==> config.mk <==
export PLATFORM = sky130hd
export DESIGN_NAME = alkb_top
export DESIGN_NICKNAME = d
export VERILOG_FILES = /design/src/rtl/alkb_mask.v /design/src/rtl/alkb_top.v
export VERILOG_INCLUDE_DIRS = /design/src /design/src/rtl
export SDC_FILE = /design/constraint.sdc
export NUM_CORES = 1
export LEC_CHECK = 0
export BUFFER_PORTS_ARGS = -buffer_cell sky130_fd_sc_hd__buf_4
export CORE_MARGIN = 3
export CORE_UTILIZATION = 35
export CTS_CLUSTER_DIAMETER = 30
export CTS_CLUSTER_SIZE = 30
export DETAILED_ROUTE_END_ITERATION = 6
export SYNTH_ARGS = -nofsm -noshare
export SYNTH_HDL_FRONTEND = slang
export SYNTH_SLANG_ARGS = --single-unit
export TNS_END_PERCENT = 20
==> constraint.sdc <==
create_clock -name MCLK_IN -period 5 [get_ports MCLK_IN]
set_input_delay 0.5 -clock MCLK_IN [delete_from_list [all_inputs] [get_ports MCLK_IN]]
set_output_delay 0.5 -clock MCLK_IN [all_outputs]
set_load 0.1 [all_outputs]
==> src/rtl/alkb_defs.vh <==
// shared constants of the acl lookup key builder
`ifndef ALKB_DEFS_VH
`define ALKB_DEFS_VH

// register byte offsets
`define ALKB_REG_CTRL 4'h0
`define ALKB_REG_GRP_IDX 4'h4
`define ALKB_REG_GRP_VAL 4'h8
`define ALKB_REG_STATUS 4'hc

// control register fields
`define ALKB_CTRL_IMP_BIT 0
`define ALKB_CTRL_HOST_BIT 1
`define ALKB_CTRL_VD_BIT 2
`define ALKB_CTRL_LOOP3_BIT 3
`define ALKB_CTRL_RST 4'h0

// per-port default policy group
`define ALKB_GROUP_RST 8'h00
`define ALKB_NUM_PORTS 53

// axi response codes
`define ALKB_RESP_OKAY 2'b00
`define ALKB_RESP_SLVERR 2'b10

// key geometry
`define ALKB_WORD_BITS 36
`define ALKB_KEY_BITS 576
`define ALKB_X4_BITS 88
`define ALKB_X8_BITS 284
`define ALKB_X16_BITS 567
`define ALKB_WORDS_X4 5'h04
`define ALKB_WORDS_X8 5'h08
`define ALKB_WORDS_X16 5'h10

// key size classes
`define ALKB_CLASS_X4 2'h0
`define ALKB_CLASS_X8 2'h1
`define ALKB_CLASS_X16 2'h2

// half key type codes
`define ALKB_HT_MAC_ETHERTYPE_KEY 4'h0
`define ALKB_HT_ARP 4'h3
`define ALKB_HT_IPV4_L4 4'h4
`define ALKB_HT_IPV4_MISC 4'h5
`define ALKB_HT_CUSTOM_B 4'h8
`define ALKB_HT_IPV6_VLAN 4'h9

// full key type codes
`define ALKB_FT_SEVEN_TUPLE 2'h1
`define ALKB_FT_CUSTOM_A 2'h2

// ingress mask modes
`define ALKB_MODE_PHYS 2'h0
`define ALKB_MODE_LOOP 2'h1
`define ALKB_MODE_IMP 2'h2
`define ALKB_MODE_SPECIAL 2'h3

// special port numbers
`define ALKB_PORT_HOST0 6'h35
`define ALKB_PORT_HOST1 6'h36
`define ALKB_PORT_VD0 6'h37
`define ALKB_PORT_VD1 6'h38
`define ALKB_PORT_LOOP 6'h39

// pipeline action meaning inject_impersonate
`define ALKB_ACT_INJ_IMP 3'h4

// dmac group bit
`define ALKB_DMAC_GROUP_BIT 40

`endif

==> src/rtl/alkb_mask.v <==
// ingress mask mode and ingress port bitmap selection
`timescale 1ns/100ps
`default_nettype none
`include "alkb_defs.vh"

module alkb_mask (
   input wire [5:0] phys_port_in, // physical source port
   input wire [5:0] loop_port_in, // port on which the frame looped
   input wire [5:0] ifh_src_port_in, // injection header source port
   input wire ifh_inject_in, // ifh_dest_mode is inject
   input wire [4:0] pipe_point_in, // pipeline_point
   input wire [2:0] pipe_action_in, // pipeline_action
   input wire imp_en_in, // impersonation_mask_enable
   input wire host_en_in, // host_inject_mask_enable
   input wire vd_en_in, // virtual_dev_mask_enable
   input wire loop3_en_in, // loop_mode3_enable
   output reg [1:0] mode_out, // ingress_mask_mode
   output reg [52:0] bitmap_out // ingress_port_bitmap
);

   wire is_host0;
   wire is_host1;
   wire is_vd0;
   wire is_vd1;
   wire is_loop;
   wire is_masq;
   wire want3;
   wire [5:0] eff_port;

   function [52:0] onehot;
      input [5:0] p;
      begin
         onehot = 53'h0;
         if (p < `ALKB_NUM_PORTS) begin
            onehot[p] = 1'b1;
         end
      end
   endfunction

   assign is_host0 = (phys_port_in == `ALKB_PORT_HOST0);
   assign is_host1 = (phys_port_in == `ALKB_PORT_HOST1);
   assign is_vd0 = (phys_port_in == `ALKB_PORT_VD0);
   assign is_vd1 = (phys_port_in == `ALKB_PORT_VD1);
   assign is_loop = (phys_port_in == `ALKB_PORT_LOOP);
   assign is_masq = (ifh_inject_in && (ifh_src_port_in != phys_port_in)) ||
      (pipe_action_in == `ALKB_ACT_INJ_IMP);
   assign want3 = ((is_host0 || is_host1) && host_en_in) ||
      ((is_vd0 || is_vd1) && vd_en_in) || (is_loop && loop3_en_in);
   // source port seen after masquerade or loop
   assign eff_port = is_loop ? loop_port_in : (is_masq ? ifh_src_port_in : phys_port_in);

   always @* begin
      // highest applicable mode wins
      if (want3) begin
         mode_out = `ALKB_MODE_SPECIAL;
      end else if (is_masq && imp_en_in) begin
         mode_out = `ALKB_MODE_IMP;
      end else if (is_loop) begin
         mode_out = `ALKB_MODE_LOOP;
      end else begin
         mode_out = `ALKB_MODE_PHYS;
      end
   end

   always @* begin
      case (mode_out)
         `ALKB_MODE_PHYS: begin
            bitmap_out = onehot(phys_port_in);
         end
         `ALKB_MODE_LOOP: begin
            bitmap_out = onehot(loop_port_in);
         end
         `ALKB_MODE_IMP: begin
            bitmap_out = onehot(ifh_src_port_in);
         end
         default: begin
            // gap between source port and pipeline point stays zero
            bitmap_out = {1'b0, pipe_action_in, pipe_point_in, 34'h0, eff_port,
               is_vd1, is_vd0, is_host1, is_host0};
         end
      endcase
   end

endmodule
`default_nettype wire

==> src/rtl/alkb_top.v <==
// acl lookup key builder with axi4-lite configuration slave
//
// How it works
// - four-word ipv4 vlan key, 88 bits; code packs only first flag and group, bits 8:0
// - eight- and sixteen-word key sizes per type
// - fields packed contiguously from bit zero
// - half-key type code in bits 3:0
// - two-bit full-key type at key start
// - first-pass flag set first, cleared second
// - policy group from port default or override
// - mask mode 0 default, 1 loop device
// - mode 2 for masquerade when enabled
// - masquerade by inject port mismatch or action
// - mode 3 for host, virtual, loop cases
// - highest applicable mask mode wins
// - one-hot bitmap per mode 0..2
// - mode 3 bitmap special field layout
// - multicast flag from dmac bit 40
//
// Decided for this implementation: the AXI4-Lite interface to the registers and the register offsets.
`timescale 1ns/100ps
`default_nettype none
`include "alkb_defs.vh"

module alkb_top (
   input wire MCLK_IN, // core clock, 50 MHz
   input wire NRST_IN, // async reset, active low
   // axi4-lite slave
   input wire [3:0] AWADDR_IN, // write address
   input wire AWVALID_IN, // write address valid
   output wire AWREADY_OUT, // write address ready
   input wire [31:0] WDATA_IN, // write data
   input wire [3:0] WSTRB_IN, // write strobes
   input wire WVALID_IN, // write data valid
   output wire WREADY_OUT, // write data ready
   output wire [1:0] BRESP_OUT, // write response
   output wire BVALID_OUT, // write response valid
   input wire BREADY_IN, // write response ready
   input wire [3:0] ARADDR_IN, // read address
   input wire ARVALID_IN, // read address valid
   output wire ARREADY_OUT, // read address ready
   output wire [31:0] RDATA_OUT, // read data
   output wire [1:0] RRESP_OUT, // read response
   output wire RVALID_OUT, // read data valid
   input wire RREADY_IN, // read data ready
   // lookup request from classification
   input wire LKP_VALID_IN, // request pulse
   input wire LKP_FIRST_IN, // high for first lookup
   input wire [1:0] LKP_CLASS_IN, // key size class
   input wire [3:0] LKP_TYPE_IN, // half or full key type code
   input wire [5:0] LKP_PHYS_PORT_IN, // physical source port
   input wire [5:0] LKP_LOOP_PORT_IN, // port the frame looped on
   input wire [5:0] LKP_IFH_SRC_PORT_IN, // injection header source port
   input wire LKP_IFH_INJECT_IN, // ifh_dest_mode is inject
   input wire [4:0] LKP_PIPE_POINT_IN, // pipeline_point
   input wire [2:0] LKP_PIPE_ACTION_IN, // pipeline_action
   input wire LKP_GROUP_OVR_IN, // earlier lookup changed the group
   input wire [7:0] LKP_GROUP_IN, // policy group from earlier lookup
   input wire [47:0] LKP_DMAC_IN, // destination mac
   // key to match array
   output wire KEY_VALID_OUT, // key pulse
   output wire KEY_ERR_OUT, // bad class or type, key is zero
   output wire [4:0] KEY_WORDS_OUT, // words in key
   output wire [575:0] KEY_DATA_OUT // packed key
);

   reg awready_q;
   reg wready_q;
   reg aw_held_q;
   reg w_held_q;
   reg [3:0] awaddr_q;
   reg [31:0] wdata_q;
   reg [3:0] wstrb_q;
   reg bvalid_q;
   reg [1:0] bresp_q;
   reg arready_q;
   reg rvalid_q;
   reg [31:0] rdata_q;
   reg [1:0] rresp_q;
   reg started_q;
   reg [3:0] ctrl_q;
   reg [5:0] grp_idx_q;
   reg [15:0] key_cnt_q;
   reg [1:0] last_mode_q;
   reg last_err_q;
   reg key_valid_q;
   reg key_err_q;
   reg [4:0] key_words_q;
   reg [575:0] key_q;
   reg [575:0] key_d;
   reg [4:0] words_d;
   reg err_d;
   reg [31:0] rd_mux;
   reg rd_ok;
   wire do_write;
   wire grp_we;
   wire [7:0] grp_rd;
   wire [7:0] port_group;
   wire [7:0] pol_group;
   wire [1:0] mode;
   wire [52:0] bitmap;
   wire mc_flag;
   wire [64:0] common;
   wire [7:0] grp_q [0:52];

   assign AWREADY_OUT = awready_q;
   assign WREADY_OUT = wready_q;
   assign BVALID_OUT = bvalid_q;
   assign BRESP_OUT = bresp_q;
   assign ARREADY_OUT = arready_q;
   assign RVALID_OUT = rvalid_q;
   assign RDATA_OUT = rdata_q;
   assign RRESP_OUT = rresp_q;
   assign KEY_VALID_OUT = key_valid_q;
   assign KEY_ERR_OUT = key_err_q;
   assign KEY_WORDS_OUT = key_words_q;
   assign KEY_DATA_OUT = key_q;

   assign do_write = aw_held_q && w_held_q && !bvalid_q;
   assign grp_we = do_write && (awaddr_q == `ALKB_REG_GRP_VAL) && wstrb_q[0];

   // per-port default policy group table
   genvar gi;
   generate
      for (gi = 0; gi < `ALKB_NUM_PORTS; gi = gi + 1) begin : g_grp
         reg [7:0] ent_q;
         always @(posedge MCLK_IN or negedge NRST_IN) begin
            if (!NRST_IN) begin
               ent_q <= `ALKB_GROUP_RST;
            end else if (grp_we && (grp_idx_q == gi)) begin
               ent_q <= wdata_q[7:0];
            end
         end
         assign grp_q[gi] = ent_q;
      end
   endgenerate

   assign grp_rd = (grp_idx_q < `ALKB_NUM_PORTS) ? grp_q[grp_idx_q] : 8'h00;
   assign port_group = (LKP_PHYS_PORT_IN < `ALKB_NUM_PORTS) ?
      grp_q[LKP_PHYS_PORT_IN] : `ALKB_GROUP_RST;
   assign pol_group = LKP_GROUP_OVR_IN ? LKP_GROUP_IN : port_group;

   // axi write channel
   always @(posedge MCLK_IN or negedge NRST_IN) begin
      if (!NRST_IN) begin
         started_q <= 1'b0;
         awready_q <= 1'b0;
         wready_q <= 1'b0;
         aw_held_q <= 1'b0;
         w_held_q <= 1'b0;
         awaddr_q <= 4'h0;
         wdata_q <= 32'h0;
         wstrb_q <= 4'h0;
         bvalid_q <= 1'b0;
         bresp_q <= `ALKB_RESP_OKAY;
         ctrl_q <= `ALKB_CTRL_RST;
         grp_idx_q <= 6'h00;
      end else begin
         started_q <= 1'b1;
         if (!started_q) begin
            awready_q <= 1'b1;
            wready_q <= 1'b1;
         end
         if (AWVALID_IN && awready_q) begin
            awready_q <= 1'b0;
            aw_held_q <= 1'b1;
            awaddr_q <= {AWADDR_IN[3:2], 2'b00};
         end
         if (WVALID_IN && wready_q) begin
            wready_q <= 1'b0;
            w_held_q <= 1'b1;
            wdata_q <= WDATA_IN;
            wstrb_q <= WSTRB_IN;
         end
         if (do_write) begin
            aw_held_q <= 1'b0;
            w_held_q <= 1'b0;
            bvalid_q <= 1'b1;
            bresp_q <= `ALKB_RESP_OKAY;
            case (awaddr_q)
               `ALKB_REG_CTRL: begin
                  if (wstrb_q[0]) begin
                     ctrl_q <= wdata_q[3:0];
                  end
               end
               `ALKB_REG_GRP_IDX: begin
                  if (wstrb_q[0]) begin
                     grp_idx_q <= wdata_q[5:0];
                  end
               end
               `ALKB_REG_GRP_VAL: begin
                  bresp_q <= `ALKB_RESP_OKAY;
               end
               default: begin
                  bresp_q <= `ALKB_RESP_SLVERR;
               end
            endcase
         end
         if (bvalid_q && BREADY_IN) begin
            bvalid_q <= 1'b0;
            awready_q <= 1'b1;
            wready_q <= 1'b1;
         end
      end
   end

   // read mux
   always @* begin
      rd_ok = 1'b1;
      case ({ARADDR_IN[3:2], 2'b00})
         `ALKB_REG_CTRL: begin
            rd_mux = {28'h0, ctrl_q};
         end
         `ALKB_REG_GRP_IDX: begin
            rd_mux = {26'h0, grp_idx_q};
         end
         `ALKB_REG_GRP_VAL: begin
            rd_mux = {24'h0, grp_rd};
         end
         `ALKB_REG_STATUS: begin
            rd_mux = {13'h0, last_err_q, last_mode_q, key_cnt_q};
         end
         default: begin
            rd_mux = 32'h0;
            rd_ok = 1'b0;
         end
      endcase
   end

   // axi read channel
   always @(posedge MCLK_IN or negedge NRST_IN) begin
      if (!NRST_IN) begin
         arready_q <= 1'b0;
         rvalid_q <= 1'b0;
         rdata_q <= 32'h0;
         rresp_q <= `ALKB_RESP_OKAY;
      end else begin
         if (!started_q) begin
            arready_q <= 1'b1;
         end
         if (ARVALID_IN && arready_q) begin
            arready_q <= 1'b0;
            rvalid_q <= 1'b1;
            rdata_q <= rd_mux;
            rresp_q <= rd_ok ? `ALKB_RESP_OKAY : `ALKB_RESP_SLVERR;
         end
         if (rvalid_q && RREADY_IN) begin
            rvalid_q <= 1'b0;
            arready_q <= 1'b1;
         end
      end
   end

   alkb_mask u_mask (
      .phys_port_in(LKP_PHYS_PORT_IN),
      .loop_port_in(LKP_LOOP_PORT_IN),
      .ifh_src_port_in(LKP_IFH_SRC_PORT_IN),
      .ifh_inject_in(LKP_IFH_INJECT_IN),
      .pipe_point_in(LKP_PIPE_POINT_IN),
      .pipe_action_in(LKP_PIPE_ACTION_IN),
      .imp_en_in(ctrl_q[`ALKB_CTRL_IMP_BIT]),
      .host_en_in(ctrl_q[`ALKB_CTRL_HOST_BIT]),
      .vd_en_in(ctrl_q[`ALKB_CTRL_VD_BIT]),
      .loop3_en_in(ctrl_q[`ALKB_CTRL_LOOP3_BIT]),
      .mode_out(mode),
      .bitmap_out(bitmap)
   );

   assign mc_flag = LKP_DMAC_IN[`ALKB_DMAC_GROUP_BIT];
   // first, group, mode, bitmap, multicast, from low to high
   assign common = {mc_flag, bitmap, mode, pol_group, LKP_FIRST_IN};

   // key packing
   always @* begin
      key_d = 576'h0;
      words_d = 5'h00;
      err_d = 1'b0;
      case (LKP_CLASS_IN)
         `ALKB_CLASS_X4: begin
            words_d = `ALKB_WORDS_X4;
            key_d[8:0] = {pol_group, LKP_FIRST_IN};
         end
         `ALKB_CLASS_X8: begin
            words_d = `ALKB_WORDS_X8;
            case (LKP_TYPE_IN)
               `ALKB_HT_MAC_ETHERTYPE_KEY, `ALKB_HT_ARP, `ALKB_HT_IPV4_L4,
               `ALKB_HT_IPV4_MISC, `ALKB_HT_CUSTOM_B, `ALKB_HT_IPV6_VLAN: begin
                  key_d[68:0] = {common, LKP_TYPE_IN};
               end
               default: begin
                  err_d = 1'b1;
               end
            endcase
         end
         `ALKB_CLASS_X16: begin
            words_d = `ALKB_WORDS_X16;
            if (LKP_TYPE_IN == {2'b00, `ALKB_FT_SEVEN_TUPLE} ||
               LKP_TYPE_IN == {2'b00, `ALKB_FT_CUSTOM_A}) begin
               key_d[66:0] = {common, LKP_TYPE_IN[1:0]};
            end else begin
               err_d = 1'b1;
            end
         end
         default: begin
            err_d = 1'b1;
         end
      endcase
   end

   // key register and status
   always @(posedge MCLK_IN or negedge NRST_IN) begin
      if (!NRST_IN) begin
         key_valid_q <= 1'b0;
         key_err_q <= 1'b0;
         key_words_q <= 5'h00;
         key_q <= 576'h0;
         key_cnt_q <= 16'h0000;
         last_mode_q <= `ALKB_MODE_PHYS;
         last_err_q <= 1'b0;
      end else begin
         key_valid_q <= LKP_VALID_IN;
         key_err_q <= LKP_VALID_IN && err_d;
         if (LKP_VALID_IN) begin
            key_words_q <= words_d;
            key_q <= key_d;
            key_cnt_q <= key_cnt_q + 16'h0001;
            last_mode_q <= mode;
            last_err_q <= err_d;
         end
      end
   end

endmodule
`default_nettype wire

== Yosys cells after proc, flatten, opt, wreduce, memory -nomap -nowiden ==
Index checks and enable logic that the tools add are counted.

* Flip-flop bits (word level): 582
* Latch bits: 0
* Bits in writable memories: 0
* Bits in read-only memories: 0
* Bits of input ports: 143
* Output and inout bits: 624
* Word-level logic and storage cells: 310
* Memories kept: 0

* Add/sub/neg operators: 1
* Multipliers: 0
* Divide/modulo/power cells: 0
* Magnitude comparators: 12
* Equal/unequal tests: 78
* Shift operators: 0
* Muxes and demuxes: 50
* Bitwise logic cells: 2
* Reduce and logical (&&, ||, !) cells: 92

{| class="wikitable"
|+ Operator list
! cell !! number
|-
| 53-bit two-way mux || 3
|-
| 53-bit case mux with 3 select lines || 1
|-
| 6-bit equality test (second input constant) || 26
|-
| 32-bit case mux with 4 select lines || 1
|-
| 58-bit case mux with 2 select lines || 1
|-
| 8-bit binary-select mux with 6-bit select || 2
|-
| 6-bit by 5-bit equality test with 1-bit output (second input constant) || 16
|-
| 1-bit logical AND || 71
|-
| 69-bit two-way mux || 1
|-
| 67-bit two-way mux || 1
|-
| 8-bit two-way mux || 7
|-
| 6-bit by 4-bit equality test with 1-bit output (second input constant) || 8
|-
| 9-bit case mux with 3 select lines || 1
|-
| 6-bit by 3-bit equality test with 1-bit output (second input constant) || 4
|-
| 6-bit less-than comparator (second input constant) || 4
|-
| 6-bit by 7-bit less-than comparator with 1-bit output (second input constant) || 3
|-
| 1-bit two-way mux || 21
|-
| 1-bit demux with 6-bit select || 3
|-
| 6-bit by 1-bit greater-or-equal comparator with 1-bit output (second input constant) || 3
|-
| 16-bit by 1-bit adder with 16-bit output (second input constant) || 1
|-
| 5-bit case mux with 3 select lines || 1
|-
| 7-bit greater-or-equal comparator (second input constant) || 2
|-
| 6-bit inverter with 7-bit output || 2
|-
| 6-bit by 2-bit equality test with 1-bit output (second input constant) || 2
|-
| 22 further kinds || 50
|}

== Longest topological paths before layout ==
Gate-level depths: netlist of the first run.

* Depth in word-level cells: 10
* Mapped depth: 12
* Gate-level depth less buffers: 8

== Modules after synthesis ==
Synthesis of the first run repeated with hierarchy kept, for this count alone.

* Cells, all modules: 3020
* Area total of the unflattened synthesis: 35567.9 sq um

{| class="wikitable"
|+ By module, submodules not included
! module !! times used !! cells an instance !! area an instance (sq um) !! sequential area each (sq um)
|-
| alkb_top || 1 || 2626 || 33224.4 || 14163.6
|-
| alkb_mask || 1 || 394 || 2343.5 || 0.0
|}

== Least setup slack after synthesis of the first run ==
No wires, ideal clock.

* Path kind: reg-to-reg
* Start point: register bvalid_q (netlist: BVALID_OUT)
* End point: register g_grp[0].ent_q[0]
* Setup time: 0.125 ns
* Arrival: 2.581 ns
* Data required time: 4.875 ns
* Slack: 2.295 ns
* Stages on the path, launching flop included: 8
* Buffers on the path: 1
* Clock period less this slack: 2.705 ns
* Cells stage by stage: dfrtp_1 -> inv_1 -> and3_1 -> nand4b_1 -> nor3_1 -> clkbuf_1 -> nand2_1 -> mux2_2

* Cells in the longest elaborated chain, start to end: 5

{| class="wikitable"
|+ Ends and longest elaborated chain
! what !! line !! RTL
|-
| start: declaration || alkb_top.v:74 || <nowiki>reg bvalid_q;</nowiki>
|-
| start signal: assignment || alkb_top.v:154 || <nowiki>bvalid_q <= 1'b0;</nowiki>
|-
| start signal: assignment || alkb_top.v:178 || <nowiki>bvalid_q <= 1'b1;</nowiki>
|-
| start signal: assignment || alkb_top.v:200 || <nowiki>bvalid_q <= 1'b0;</nowiki>
|-
| 1-bit logical NOT || alkb_top.v:119 || <nowiki>assign do_write = aw_held_q && w_held_q && !bvalid_q;</nowiki>
|-
| 1-bit logical AND || alkb_top.v:119 ||
|-
| 1-bit logical AND (2 in series) || alkb_top.v:120 || <nowiki>assign grp_we = do_write && (awaddr_q == `ALKB_REG_GRP_VAL) && wstrb_q[0];</nowiki>
|-
| 1-bit logical AND || alkb_top.v:130 || <nowiki>end else if (grp_we && (grp_idx_q == gi)) begin</nowiki>
|-
| end signal: assignment || alkb_top.v:129 || <nowiki>ent_q <= `ALKB_GROUP_RST;</nowiki>
|-
| end signal: assignment || alkb_top.v:131 || <nowiki>ent_q <= wdata_q[7:0];</nowiki>
|-
| end: declaration || alkb_top.v:126 || <nowiki>reg [7:0] ent_q;</nowiki>
|}

Every way passes these cells.
A chain may end at the register's enable or synchronous reset.

== Final worst setup path of the first run ==
* Start point: register grp_idx_q[0]
* End point: register rdata_q[5] (netlist: RDATA_OUT[5])

* Cells in the longest elaborated chain, start to end: 6
* Elaborated cells on any way between the ends: 7
* Classes of those cells: order compare (1); mux (5); bitwise (1)

{| class="wikitable"
|+ Ends and longest elaborated chain
! what !! line !! RTL
|-
| start: declaration || alkb_top.v:82 || <nowiki>reg [5:0] grp_idx_q;</nowiki>
|-
| start signal: assignment || alkb_top.v:188 || <nowiki>grp_idx_q <= wdata_q[5:0];</nowiki>
|-
| 6-bit inverter with 7-bit output (not written as such) || alkb_top.v:138 || <nowiki>assign grp_rd = (grp_idx_q < `ALKB_NUM_PORTS) ? grp_q[grp_idx_q] : 8'h00;</nowiki>
|-
| 8-bit binary-select mux with 6-bit select || alkb_top.v:138 ||
|-
| 8-bit two-way mux (not written as such) (2 in series) || alkb_top.v:138 ||
|-
| 8-bit two-way mux (*) || alkb_top.v:138 ||
|-
| 32-bit case mux with 4 select lines (*) || alkb_top.v:210 || <nowiki>case ({ARADDR_IN[3:2], 2'b00})</nowiki>
|-
| end signal: assignment || alkb_top.v:244 || <nowiki>rdata_q <= rd_mux;</nowiki>
|-
| end: declaration || alkb_top.v:78 || <nowiki>reg [31:0] rdata_q;</nowiki>
|}

Every way passes the cells marked *; elsewhere a longest branch is shown, timed or not. The select of a mux whose other input is x is not followed.

==> results.md, run 1 <==
- Via count: between 20000 and 25000
- Synth warn: 0
- Least-Margin Pin Slew: 1.30 ns
- Die Ht: 322 um
- Max-Cap Viols: 0
- IO Port Bufs: 163
- Chip Width: between 300 and 400 um
- WHS Endpoint: awaddr_q[3]$_DFFE_PN0P_
- Crit path cell chain: buf_12 > mux4_2 > mux4_2 > mux4_2 > a221oi_1 > nor2_1
- WP buf/inv: 1
- Clock sinks: 566
- Count of flip-flops with a built-in enable after synthesis: 0
- Total negative slack: 0 ns
- Final setup margin: 1.43 ns
- Cell area after layout: 0.0406 mm^2
- Starting DRC count in detailed routing: 2283
- # nets final: 3358
- Worst slew margin: 0.129
- CP most frequent cell: mux4_2
- Met3 Track Usage GR: 0.0986
- Slowest CP cell: dfrtp_4
- Core Rows: about 120
- Crit-path max FO: 38
- DP Cell Count: 4343
- Crit Path Class: reg2reg
- Mapped cell area: 0.0350 mm^2
- Placement Cell Area: 0.0357 mm^2
- First-pass GRT wire length: 169000 um
- CTS tree: built
- WP data arrival: roughly 4.2 ns
- Final Core Density: 0.411
- Final ANT Viol Nets: 0
- Post-CTS Setup Bufs: 0
- Vias in the first global route: 23900
- Unrepaired setup endpoints after global routing: no
- Reg2reg end: RDATA_OUT[5]$_DFFE_PN0P_
- Critical R2R Launch: grp_idx_q[0]$_DFFE_PN0P_
- Max clock buf depth: 3
- Netlist cell types: 71
- Highest Clock Rate: about 280 MHz
- Gp weighted congestion: 0.991
- Routed length per instance: approximately 26 um
- Final min period: 3.57 ns
- Met2 GRT Util: 0.316
- # H-tree levels: 4
- Area growth syn-to-layout: 16.0%
- Grt total ovfl: 0
- Most frequent cells in the layout: dfrtp_1, conb_1, mux2_2
- Hold-critical path depth: 2
- Final wirelength: 118000 um
- Clk slew on worst S/H paths: 0.05 ns
- Final Non-Filler Cells: approximately 4600
- Gr usage total: 0.222
- Vias per cell: 5.40
- Post-route DRC: 0
- TritonCTS buffer count: 138
- Max VDD drop: 0.000260 V
- GRT Max-Usage Layer: met2
- Final Skew: slightly below 0.04 ns
- Hold WC Path Type: in2reg
- Met1 Use GR: 0.298
- Post-synth ARST share: 1.00
- Pin count of the biggest net entering global routing: 133
- Worst Setup Start Kind: flip-flop
- Slowest stage delay, CP: slightly below 1 ns
- Post-synthesis sequential area ratio: 0.405
- Resized cells post-CTS: 0
- Register-to-Register Path Depth: 6
- Crit path required time: 5.60 ns
- Fin crit share: 0.715
- LEAKAGE: 19.0 nW
- Root Buffer: clkbuf_16
- IO Count: 767
- Leading cell type in the layout, fill and taps excluded: dfrtp_1
- Pre-CTS setup slack: 1.22 ns
- Final Max Tran Viols: 0
- Avg Cell Area, Syn: 11.6 um^2
- Antenna violations before repair: 15
- Worst skew pair latency: 0.73 ns
- Post-DP HPWL: between 80000 and 90000 um
- Result of the run: completed
- Hold Path Origin: AWADDR_IN[3]
- #FFs+latches synth: 566
- Initial core utilization: 0.355
- Core area: around 0.1 mm^2
- Fraction of layout cells with a size suffix above 1: 0.343
- Final Hold Violating Endpoints: 0
- Drt first pass iters: 5
- # hold bufs at CTS: 13
- Synthesized instance count: 3024
- Setup slack, reg-to-reg: 1.43 ns
- Total power per unit cell area: around 500 mW/mm^2
- Top FF cell, synth: dfrtp_1
- Family with the most delay on the worst path: multiplexers
- Setup Viol. Count Final: 0
- CP Capture Type: flip-flop
- Full die area: just over 0.1 mm^2
## how the worst max path moves through the flow
stage / from / to / slack [ns] / cells past startpoint
5_1_grt: grp_idx_q[0]$_DFFE_PN0P_ / RDATA_OUT[5]$_DFFE_PN0P_ / 1.29 / 6
4_1_cts: grp_idx_q[0]$_DFFE_PN0P_ / RDATA_OUT[1]$_DFFE_PN0P_ / 1.43 / 7
3_3_place_gp: LKP_PHYS_PORT_IN[0] / KEY_DATA_OUT[25]$_DFFE_PN0P_ / 1.22 / 10
2_1_floorplan: BVALID_OUT$_DFFE_PN0P_ / g_grp[0].ent_q[0]$_DFFE_PN0P_ / 2.29 / 7
6_report: grp_idx_q[0]$_DFFE_PN0P_ / RDATA_OUT[5]$_DFFE_PN0P_ / 1.43 / 6
3_5_place_dp: LKP_PHYS_PORT_IN[0] / KEY_DATA_OUT[25]$_DFFE_PN0P_ / 1.22 / 10
## sequential cells by signal, indices dropped and copies added, names as in the netlist, 2 cells and up
register       flops
RDATA_OUT         19
ctrl_q             4
KEY_WORDS_OUT      3
last_mode_q        2
grp_idx_q          6
awaddr_q           2
g_grp.ent_q      424
KEY_DATA_OUT      69
wdata_q            8
key_cnt_q         16
## cells in the mapped netlist (6+ instances only)
library cell	instances	area [um^2]
a211oi_1	6	45.0
buf_2	35	175
a22o_1	20	175
ha_1	6	75.1
or3_1	10	62.6
o211ai_1	12	90.1
mux2i_1	113	1130
o21ai_0	65	325
nor2_1	79	297
buf_4	540	4050
nor2b_1	18	113
buf_1	12	45.0
and3_1	16	100
o221ai_1	44	385
nand2b_1	16	100
buf_6	7	78.8
nor3b_1	6	45.0
xnor2_1	19	166
and2_1	10	62.6
o22ai_1	15	93.8
or2_2	8	50.1
a221o_1	13	130
a22oi_1	64	480
a221oi_1	13	114
nand3b_1	6	45.0
nand4_1	15	93.8
dfrtp_1	566	14200
mux4_2	182	4100
inv_1	38	143
clkbuf_1	140	526
a21oi_1	56	280
a31oi_1	29	181
nor3_1	43	215
mux2_2	453	5100
nand2_1	224	841
or3b_2	6	52.6
a311oi_1	7	61.3
nand3_1	47	235
## layout make-up
cell class	instances	area, um^2
fill	9297	58100
multi-input combinational	2209	17800
sequential	566	14200
clock buffer	177	3810
timing repair buffer	255	2100
tap	1287	1610
clock inverter	69	942
inverter	39	146
antenna	6	15.0
## per-stage QoR
step / hold slack (ns) / power (mW)
detailed placement: 0.478 / 11.2
floorplan: 0.204 / 10.1
global placement: 0.462 / 11.2
global route: 0.0231 / 21.0
finish: 0.0368 / 20.3
CTS: 0.00468 / 20.4
## routing by layer
metal  share of wire  up-vias  routed length, um
li1                -    10500                  -
met1            0.41    12800              47700
met2            0.43     1344              50800
met3            0.13      240              15300
met4           0.033       18               3840
met5          0.0010        -                118
## power by group
group	switching, mW	internal [mW]	leakage, nW	total, mW
combinational	4.00	1.45	8.95	5.44
sequential	0.740	5.03	7.78	5.77
clock	2.87	6.24	2.32	9.11
## cells by family after synthesis
| kind of cell | share of synthesized area |
|---|---|
| mux | 0.295 |
| fa+ha+maj | 0.00214 |
| other cells | 0.000215 |
| compound gates | 0.0781 |
| flops | 0.405 |
| buf+inv | 0.144 |
| simple gates | 0.0704 |
| xor+xnor | 0.00576 |
## worst register-to-register path, cell delays in order (launching register included)
cell      delay [ns]
dfrtp_4         0.97
buf_12          0.40
mux4_2          0.55
mux4_2          0.56
mux4_2          0.55
a221oi_1        0.33
nor2_1          0.09
Note: power is estimated with default switching activity, not from simulation.
==> inputs of run 2 (changes only) <==
clock period = 3.5 ns   (was 5 ns; I/O delays follow)
==> results.md, run 2 (synthesis gave the netlist of run 1 again) <==
- Crit path required time: 4.07 ns (-1.53 ns)
- Failing checks: negative setup slack
- Max VDD drop: 0.000551 V (+110%)
- IO Port Bufs: 163 (unchanged)
- Hold WC Path Type: in2reg
- Max FFs per register: 424 (unchanged)
- Final Total Pwr: 28.6 mW (+41%)
- Part of the power in registers: 0.279 (-0.005)
- First-pass GRT wire length: 170000 um (+0.47%)
- Crit path launch: grp_idx_q[0]$_DFFE_PN0P_
- Worst slew margin: 0.0787 (-0.0500)
- Worst Setup Start Kind: flip-flop
- Antenna violations before repair: 16 (+1)
- Final Non-Filler Cells: 4667 (+1.3%)
- Unrepaired setup endpoints after global routing: no
- Max clock buf depth: 3 (unchanged)
- Setup slack, reg-to-reg: -0.009 ns (-1.43 ns)
- Setup Viol. Count Final: 3 (+3)
- Drt first pass iters: 5 (unchanged)
- Most frequent cells in the layout: dfrtp_1, conb_1, mux2_2
- LEAKAGE: 19.3 nW (+1.4%)
- Routed length per instance: 25.3 um (-1.1%)
- # fillers: 9282 (-0.16%)
- Final min period: 3.51 ns (-0.0654 ns)
- Combinational power share: 0.293 (+0.025)
- Leading cell type in the layout, fill and taps excluded: dfrtp_1
- Post-DP HPWL: 86700 um (+4.0%)
- Reg2reg end: g_grp[16].ent_q[6]$_DFFE_PN0P_
- Final ANT Viol Nets: 0 (unchanged)
- Core area: 0.0987 mm^2 (unchanged)
- Gp weighted congestion: 1.02 (+2.7%)
- Final wirelength: 118000 um (+0.13%)
- Top reg by flops: g_grp.ent_q
- IO Count: 767 (unchanged)
- Core Rows: 115 (unchanged)
- Resized cells post-CTS: 0 (unchanged)
- CTS tree: built
- Critical R2R Launch: grp_idx_q[0]$_DFFE_PN0P_
- # nets final: 3426 (+2.0%)
- Clock network fraction of total power: 0.429 (-0.019)
- Slowest CP cell: nor4_1
- Int Power: 17.9 mW (+41%)
- Gr usage total: 0.222 (about the same)
- Via count: 25100 (+1.0%)
- Fraction of layout cells with a size suffix above 1: 0.355 (+0.0115)
- Fin crit share: 1.00 (+0.288)
- Sw Share: 0.374 (about the same)
- Slowest stage delay, CP: 1.05 ns (+0.08 ns)
- Least-Margin Pin Slew: 1.37 ns (+0.0651 ns)
- Final Max Tran Viols: 0 (unchanged)
- CP endpoint: g_grp[16].ent_q[6]$_DFFE_PN0P_
- Result of the run: finished with violations
- Pin count of the biggest net entering global routing: 94 (-29%)
- Post-route DRC: 0 (unchanged)
- Final Hold Violating Endpoints: 0 (unchanged)
- Highest Clock Rate: 285 MHz (+1.9%)
- Crit-path max FO: 23 (-39%)
- WP data arrival: 4.08 ns (-0.09 ns)
- Die Ht: 322 um (unchanged)
- Multi-input logic area: 0.0178 mm^2 (about the same)
- Vias per cell: 5.38 (-0.28%)
- Full die area: 0.104 mm^2 (unchanged)
- Final Core Density: 0.416 (+0.00427)
- Worst skew pair latency: 0.71 ns (-0.02 ns)
- Final setup margin: -0.00869 ns (-1.43 ns)
- Crit path cell chain: buf_12 > buf_4 > nor4_1 > nand2_1 > mux2_2
- CP Capture Type: flip-flop
- Clock sinks: 566 (unchanged)
- Total power per unit cell area: 697 mW/mm^2 (+39%)
- Crit Path Class: reg2reg
- Register-to-Register Path Depth: 5 (-1)
- Final Skew: 0.0648 ns (+0.0258 ns)
- Pre-CTS setup slack: 0.239 ns (-0.976 ns)
- Root Buffer: clkbuf_16
- Sequential standard cell area: 0.0142 mm^2 (unchanged)
- Vias in the first global route: 24000 (+0.51%)
- Max-Cap Viols: 0 (unchanged)
- Area growth syn-to-layout: 17.2%
- Grt total ovfl: 0 (unchanged)
- Starting DRC count in detailed routing: 2436 (+6.7%)
- Clk slew on worst S/H paths: 0.05 ns (about the same)
- Total negative slack: -0.0221 ns (-0.0221 ns)
- Net switching power: 10.7 mW (+41%)
- Chip Width: 322 um (unchanged)
- DP Cell Count: 4424 (+1.9%)
- # H-tree levels: 3 (-1)
- Initial core utilization: 0.355 (unchanged)
- TritonCTS buffer count: 120 (-13%)
[run 2: cell types whose count changed in the layout (fill, tap and decap cells not counted), sizes merged, moves of 3 or more]
cell / change
dlygate4sd3: +5
bufinv: +8
diode: -3
buf: +81
inv: -5
clkbuf: -27
[run 2: critical path, delay by kind of cell (launching register included)]
kind / cells / cell delay [ns]
AND/OR/NAND/NOR: 2 / 1.78
flip-flops: 1 / 0.61
multiplexers: 1 / 0.48
buffers and inverters: 2 / 0.47
[run 2: how the worst min path moves through the flow]
| stage | startpoint | to | slack [ns] | depth (start not counted) |
|---|---|---|---|---|
| 5_1_grt | LKP_PIPE_POINT_IN[4] | KEY_DATA_OUT[63]$_DFFE_PN0P_ | 0.05 | 3 |
| 6_report | ARADDR_IN[2] | RDATA_OUT[5]$_DFFE_PN0P_ | 0.06 | 3 |
| 4_1_cts | LKP_PIPE_POINT_IN[4] | KEY_DATA_OUT[63]$_DFFE_PN0P_ | 0.01 | 3 |
| 3_5_place_dp | key_cnt_q[15]$_DFFE_PN0P_ | key_cnt_q[15]$_DFFE_PN0P_ | 0.47 | 1 |
| 2_1_floorplan | NRST_IN | ARREADY_OUT$_DFFE_PN0P_ | 0.05 | 0 |
| 3_3_place_gp | key_cnt_q[15]$_DFFE_PN0P_ | key_cnt_q[15]$_DFFE_PN0P_ | 0.46 | 1 |
[run 2: metrics by stage]
step                      cell area, um^2  hold slack (ns)
final                               41000           0.0561
after global routing                41000           0.0508
after CTS                           41000           0.0110
after detailed placement            36400            0.467
after floorplan                     37000           0.0544
after global placement              36400            0.463
[run 2: layout make-up]
| cell class | instances | share of cell area |
|---|---|---|
| tap | 1287 | 0.0392 |
| multi-input combinational | 2209 | 0.434 |
| clock inverter | 72 | 0.0281 |
| clock buffer | 150 | 0.0796 |
| timing repair buffer | 341 | 0.0699 |
| sequential | 566 | 0.345 |
| inverter | 39 | 0.00357 |
| antenna | 3 | 0.000183 |
[run 2: per-layer routing]
layer | vias to the layer above | GRT usage | wire [um] | share of wire
met3 | 246 | 0.0905 | 14600 | 0.12
met2 | 1302 | 0.322 | 51300 | 0.43
li1 | 10600 | - | - | -
met1 | 13000 | 0.302 | 47900 | 0.41
met4 | 24 | 0.0710 | 3760 | 0.032
met5 | - | 0 | 362 | 0.0031
[run 2: power by group through the flow]
stage / registers [mW] / logic [mW] / clock network, mW
final: 7.97 / 8.37 / 12.3
after global routing: 8.05 / 8.70 / 12.8
after CTS: 7.96 / 8.31 / 12.4
after detailed placement: 8.05 / 8.28 / 0
after global placement: 8.03 / 8.25 / 0
after floorplan: 8.12 / 6.33 / 0
[run 2: timing repair]
item | in CTS | in global routing
buffers inserted | 0 | 0
hold endpoints to repair | 98 | 0
hold buffers | 18 | 0
==> inputs of run 3 (changes only) <==
CORE_AREA = 3 3 300 302   (was not set)
CORE_MARGIN = not set   (was 3)
CORE_UTILIZATION = not set   (was 35)
DIE_AREA = 0 0 303 305   (was not set)
==> results.md, run 3 (synthesis gave the netlist of run 1 again) <==
- Result of the run: completed
- Worst Setup Start Kind: flip-flop
- Final ANT Viol Nets: 0 (unchanged)
- Final Skew: 0.0414 ns (-0.0234 ns)
- Max FFs per register: 424 (unchanged)
- First-pass GRT wire length: 167000 um (-1.6%)
- Starting DRC count in detailed routing: 2775 (+14%)
- Gp weighted congestion: 0.960 (-5.6%)
- Clk slew on worst S/H paths: 0.05 ns (about the same)
- Final Hold Violating Endpoints: 0 (unchanged)
- Core Rows: 109 (-5.2%)
- Crit-path max FO: 19 (-17%)
- Crit path launch: grp_idx_q[0]$_DFFE_PN0P_
- Area growth syn-to-layout: 16.5%
- WP data arrival: 3.64 ns (-0.44 ns)
- Vias in the first global route: 24300 (+1.3%)
- Chip Width: 303 um (-6.0%)
- Vias per cell: 5.57 (+3.5%)
- Leading cell type in the layout, fill and taps excluded: dfrtp_1
- Max-Cap Viols: 0 (unchanged)
- # fillers: 7999 (-14%)
- # nets final: 3431 (+0.15%)
- Post-route DRC: 0 (unchanged)
- TritonCTS buffer count: 119 (-0.83%)
- Hold Slack: 0.0412 ns (-0.0149 ns)
- Fin crit share: 0.877 (-0.125)
- Least-Margin Pin Slew: 1.23 ns (-0.137 ns)
- Reg2reg end: RDATA_OUT[5]$_DFFE_PN0P_
- Final min period: 3.07 ns (-0.439 ns)
- Post-DP HPWL: 83100 um (-4.2%)
- Max VDD drop: 0.000560 V (+1.7%)
- Core area: 0.0880 mm^2 (-11%)
- Die Ht: 305 um (-5.3%)
- Total power per unit cell area: 689 mW/mm^2 (-1.2%)
- Highest Clock Rate: 326 MHz (+14%)
- Unrepaired setup endpoints after global routing: no
- Initial core utilization: 0.398 (+0.0433)
- Worst skew pair latency: 0.69 ns (-0.02 ns)
- Most frequent cells in the layout: dfrtp_1, conb_1, mux2_2
- Critical R2R Launch: grp_idx_q[0]$_DFFE_PN0P_
- Drt first pass iters: 6 (+1)
- Grt total ovfl: 0 (unchanged)
- Final Max Tran Viols: 0 (unchanged)
- IO Count: 767 (unchanged)
- Max clock buf depth: 3 (unchanged)
- Full die area: 0.0924 mm^2 (-11%)
- Fraction of layout cells with a size suffix above 1: 0.357 (+0.00252)
- Top reg by flops: g_grp.ent_q
- Routed length per instance: 25.4 um (+0.51%)
- # H-tree levels: 3 (unchanged)
- CP endpoint: RDATA_OUT[5]$_DFFE_PN0P_
- Antenna violations before repair: 13 (-3)
- Hold WC Path Type: in2reg
- CP Capture Type: flip-flop
- Clock sinks: 566 (unchanged)
- Total negative slack: 0 ns (+0.0221 ns)
- Worst slew margin: 0.179 (+0.100)
- CTS tree: built
- Pin count of the biggest net entering global routing: 88 (-6.4%)
- LEAKAGE: 19.2 nW (-0.33%)
- Gr usage total: 0.242 (+0.0206)
- # hold bufs at CTS: 25 (+7)
- Via count: 25400 (+0.98%)
- Post-CTS Setup Bufs: 0 (unchanged)
- Crit Path Class: reg2reg
- IO Port Bufs: 163 (unchanged)
- Setup slack, reg-to-reg: 0.43 ns (+0.44 ns)
- Resized cells post-CTS: 0 (unchanged)
- Root Buffer: clkbuf_16
- Setup Viol. Count Final: 0 (-3)
- Register-to-Register Path Depth: 7 (+2)
- Final wirelength: 116000 um (-2.0%)
- Crit path required time: 4.07 ns (about the same)
## run 3: cell types whose count changed in the layout (fill, tap and decap cells not counted), moves of 2 or more
cell,delta
clkinv_2,+2
dlygate4sd3_1,+7
clkinv_4,+3
dfrtp_1,-5
clkinvlp_4,+5
clkbuf_1,-8
inv_6,+7
dfrtp_2,+5
bufinv_16,-10
## run 3: power breakdown
group          total [mW]  internal [mW]  switching [mW]
Sequential           8.37           7.18            1.20
Combinational        8.01           2.28            5.73
Clock                11.7           7.74            3.95
Total                28.1           17.2            10.9
## run 3: area by class of cell
type / count / area [um^2] / share of cell area
tap: 1165 / 1460 / 0.0358
antenna: 3 / 7.51 / 0.000184
inverter: 39 / 146 / 0.00359
sequential: 566 / 14200 / 0.348
clock inverter: 80 / 997 / 0.0245
timing repair buffer: 347 / 2930 / 0.0719
multi-input combinational: 2209 / 17800 / 0.437
clock buffer: 143 / 3250 / 0.0797
## run 3: how the worst min path moves through the flow
| stage | slack [ns] | endpoint | depth (start not counted) | start |
|---|---|---|---|---|
| after floorplan | 0.05 | ARREADY_OUT$_DFFE_PN0P_ | 0 | NRST_IN |
| after global placement | 0.46 | g_grp[47].ent_q[3]$_DFFE_PN0P_ | 1 | NRST_IN |
| after CTS | 0.007 | KEY_DATA_OUT[59]$_DFFE_PN0P_ | 3 | LKP_PIPE_POINT_IN[2] |
| final | 0.04 | KEY_DATA_OUT[8]$_DFFE_PN0P_ | 4 | LKP_GROUP_IN[3] |
| after detailed placement | 0.45 | g_grp[44].ent_q[0]$_DFFE_PN0P_ | 1 | NRST_IN |
| after global routing | 0.06 | KEY_WORDS_OUT[4]$_DFFE_PN0P_ | 3 | LKP_CLASS_IN[1] |
## run 3: metrics by stage
step	util	power (mW)	std cells	setup slack, ns	cell area [um^2]
2_1_floorplan	-	14.5	3548	0.795	37000
3_3_place_gp	0.412	16.3	4301	0.306	36300
3_5_place_dp	0.412	16.4	4301	0.297	36300
4_1_cts	0.463	28.2	4549	0.415	40800
5_1_grt	0.463	28.9	4550	0.261	40800
6_report	0.463	28.1	4552	0.430	40800
## run 3: layer usage
layer / vias up / global-route usage / share of wire
li1: 10600 / - / -
met1: 13200 / 0.334 / 0.41
met2: 1335 / 0.371 / 0.46
met3: 242 / 0.0565 / 0.094
met4: 16 / 0.0921 / 0.036
met5: - / 0 / 0.00094
## run 3: worst max-delay path: stages, from the launching register on
cell      delay [ns]
dfrtp_4         0.55
buf_12          0.26
buf_4           0.30
mux4_2          0.55
a22o_1          0.31
mux4_2          0.56
a221oi_1        0.31
nor2_1          0.09
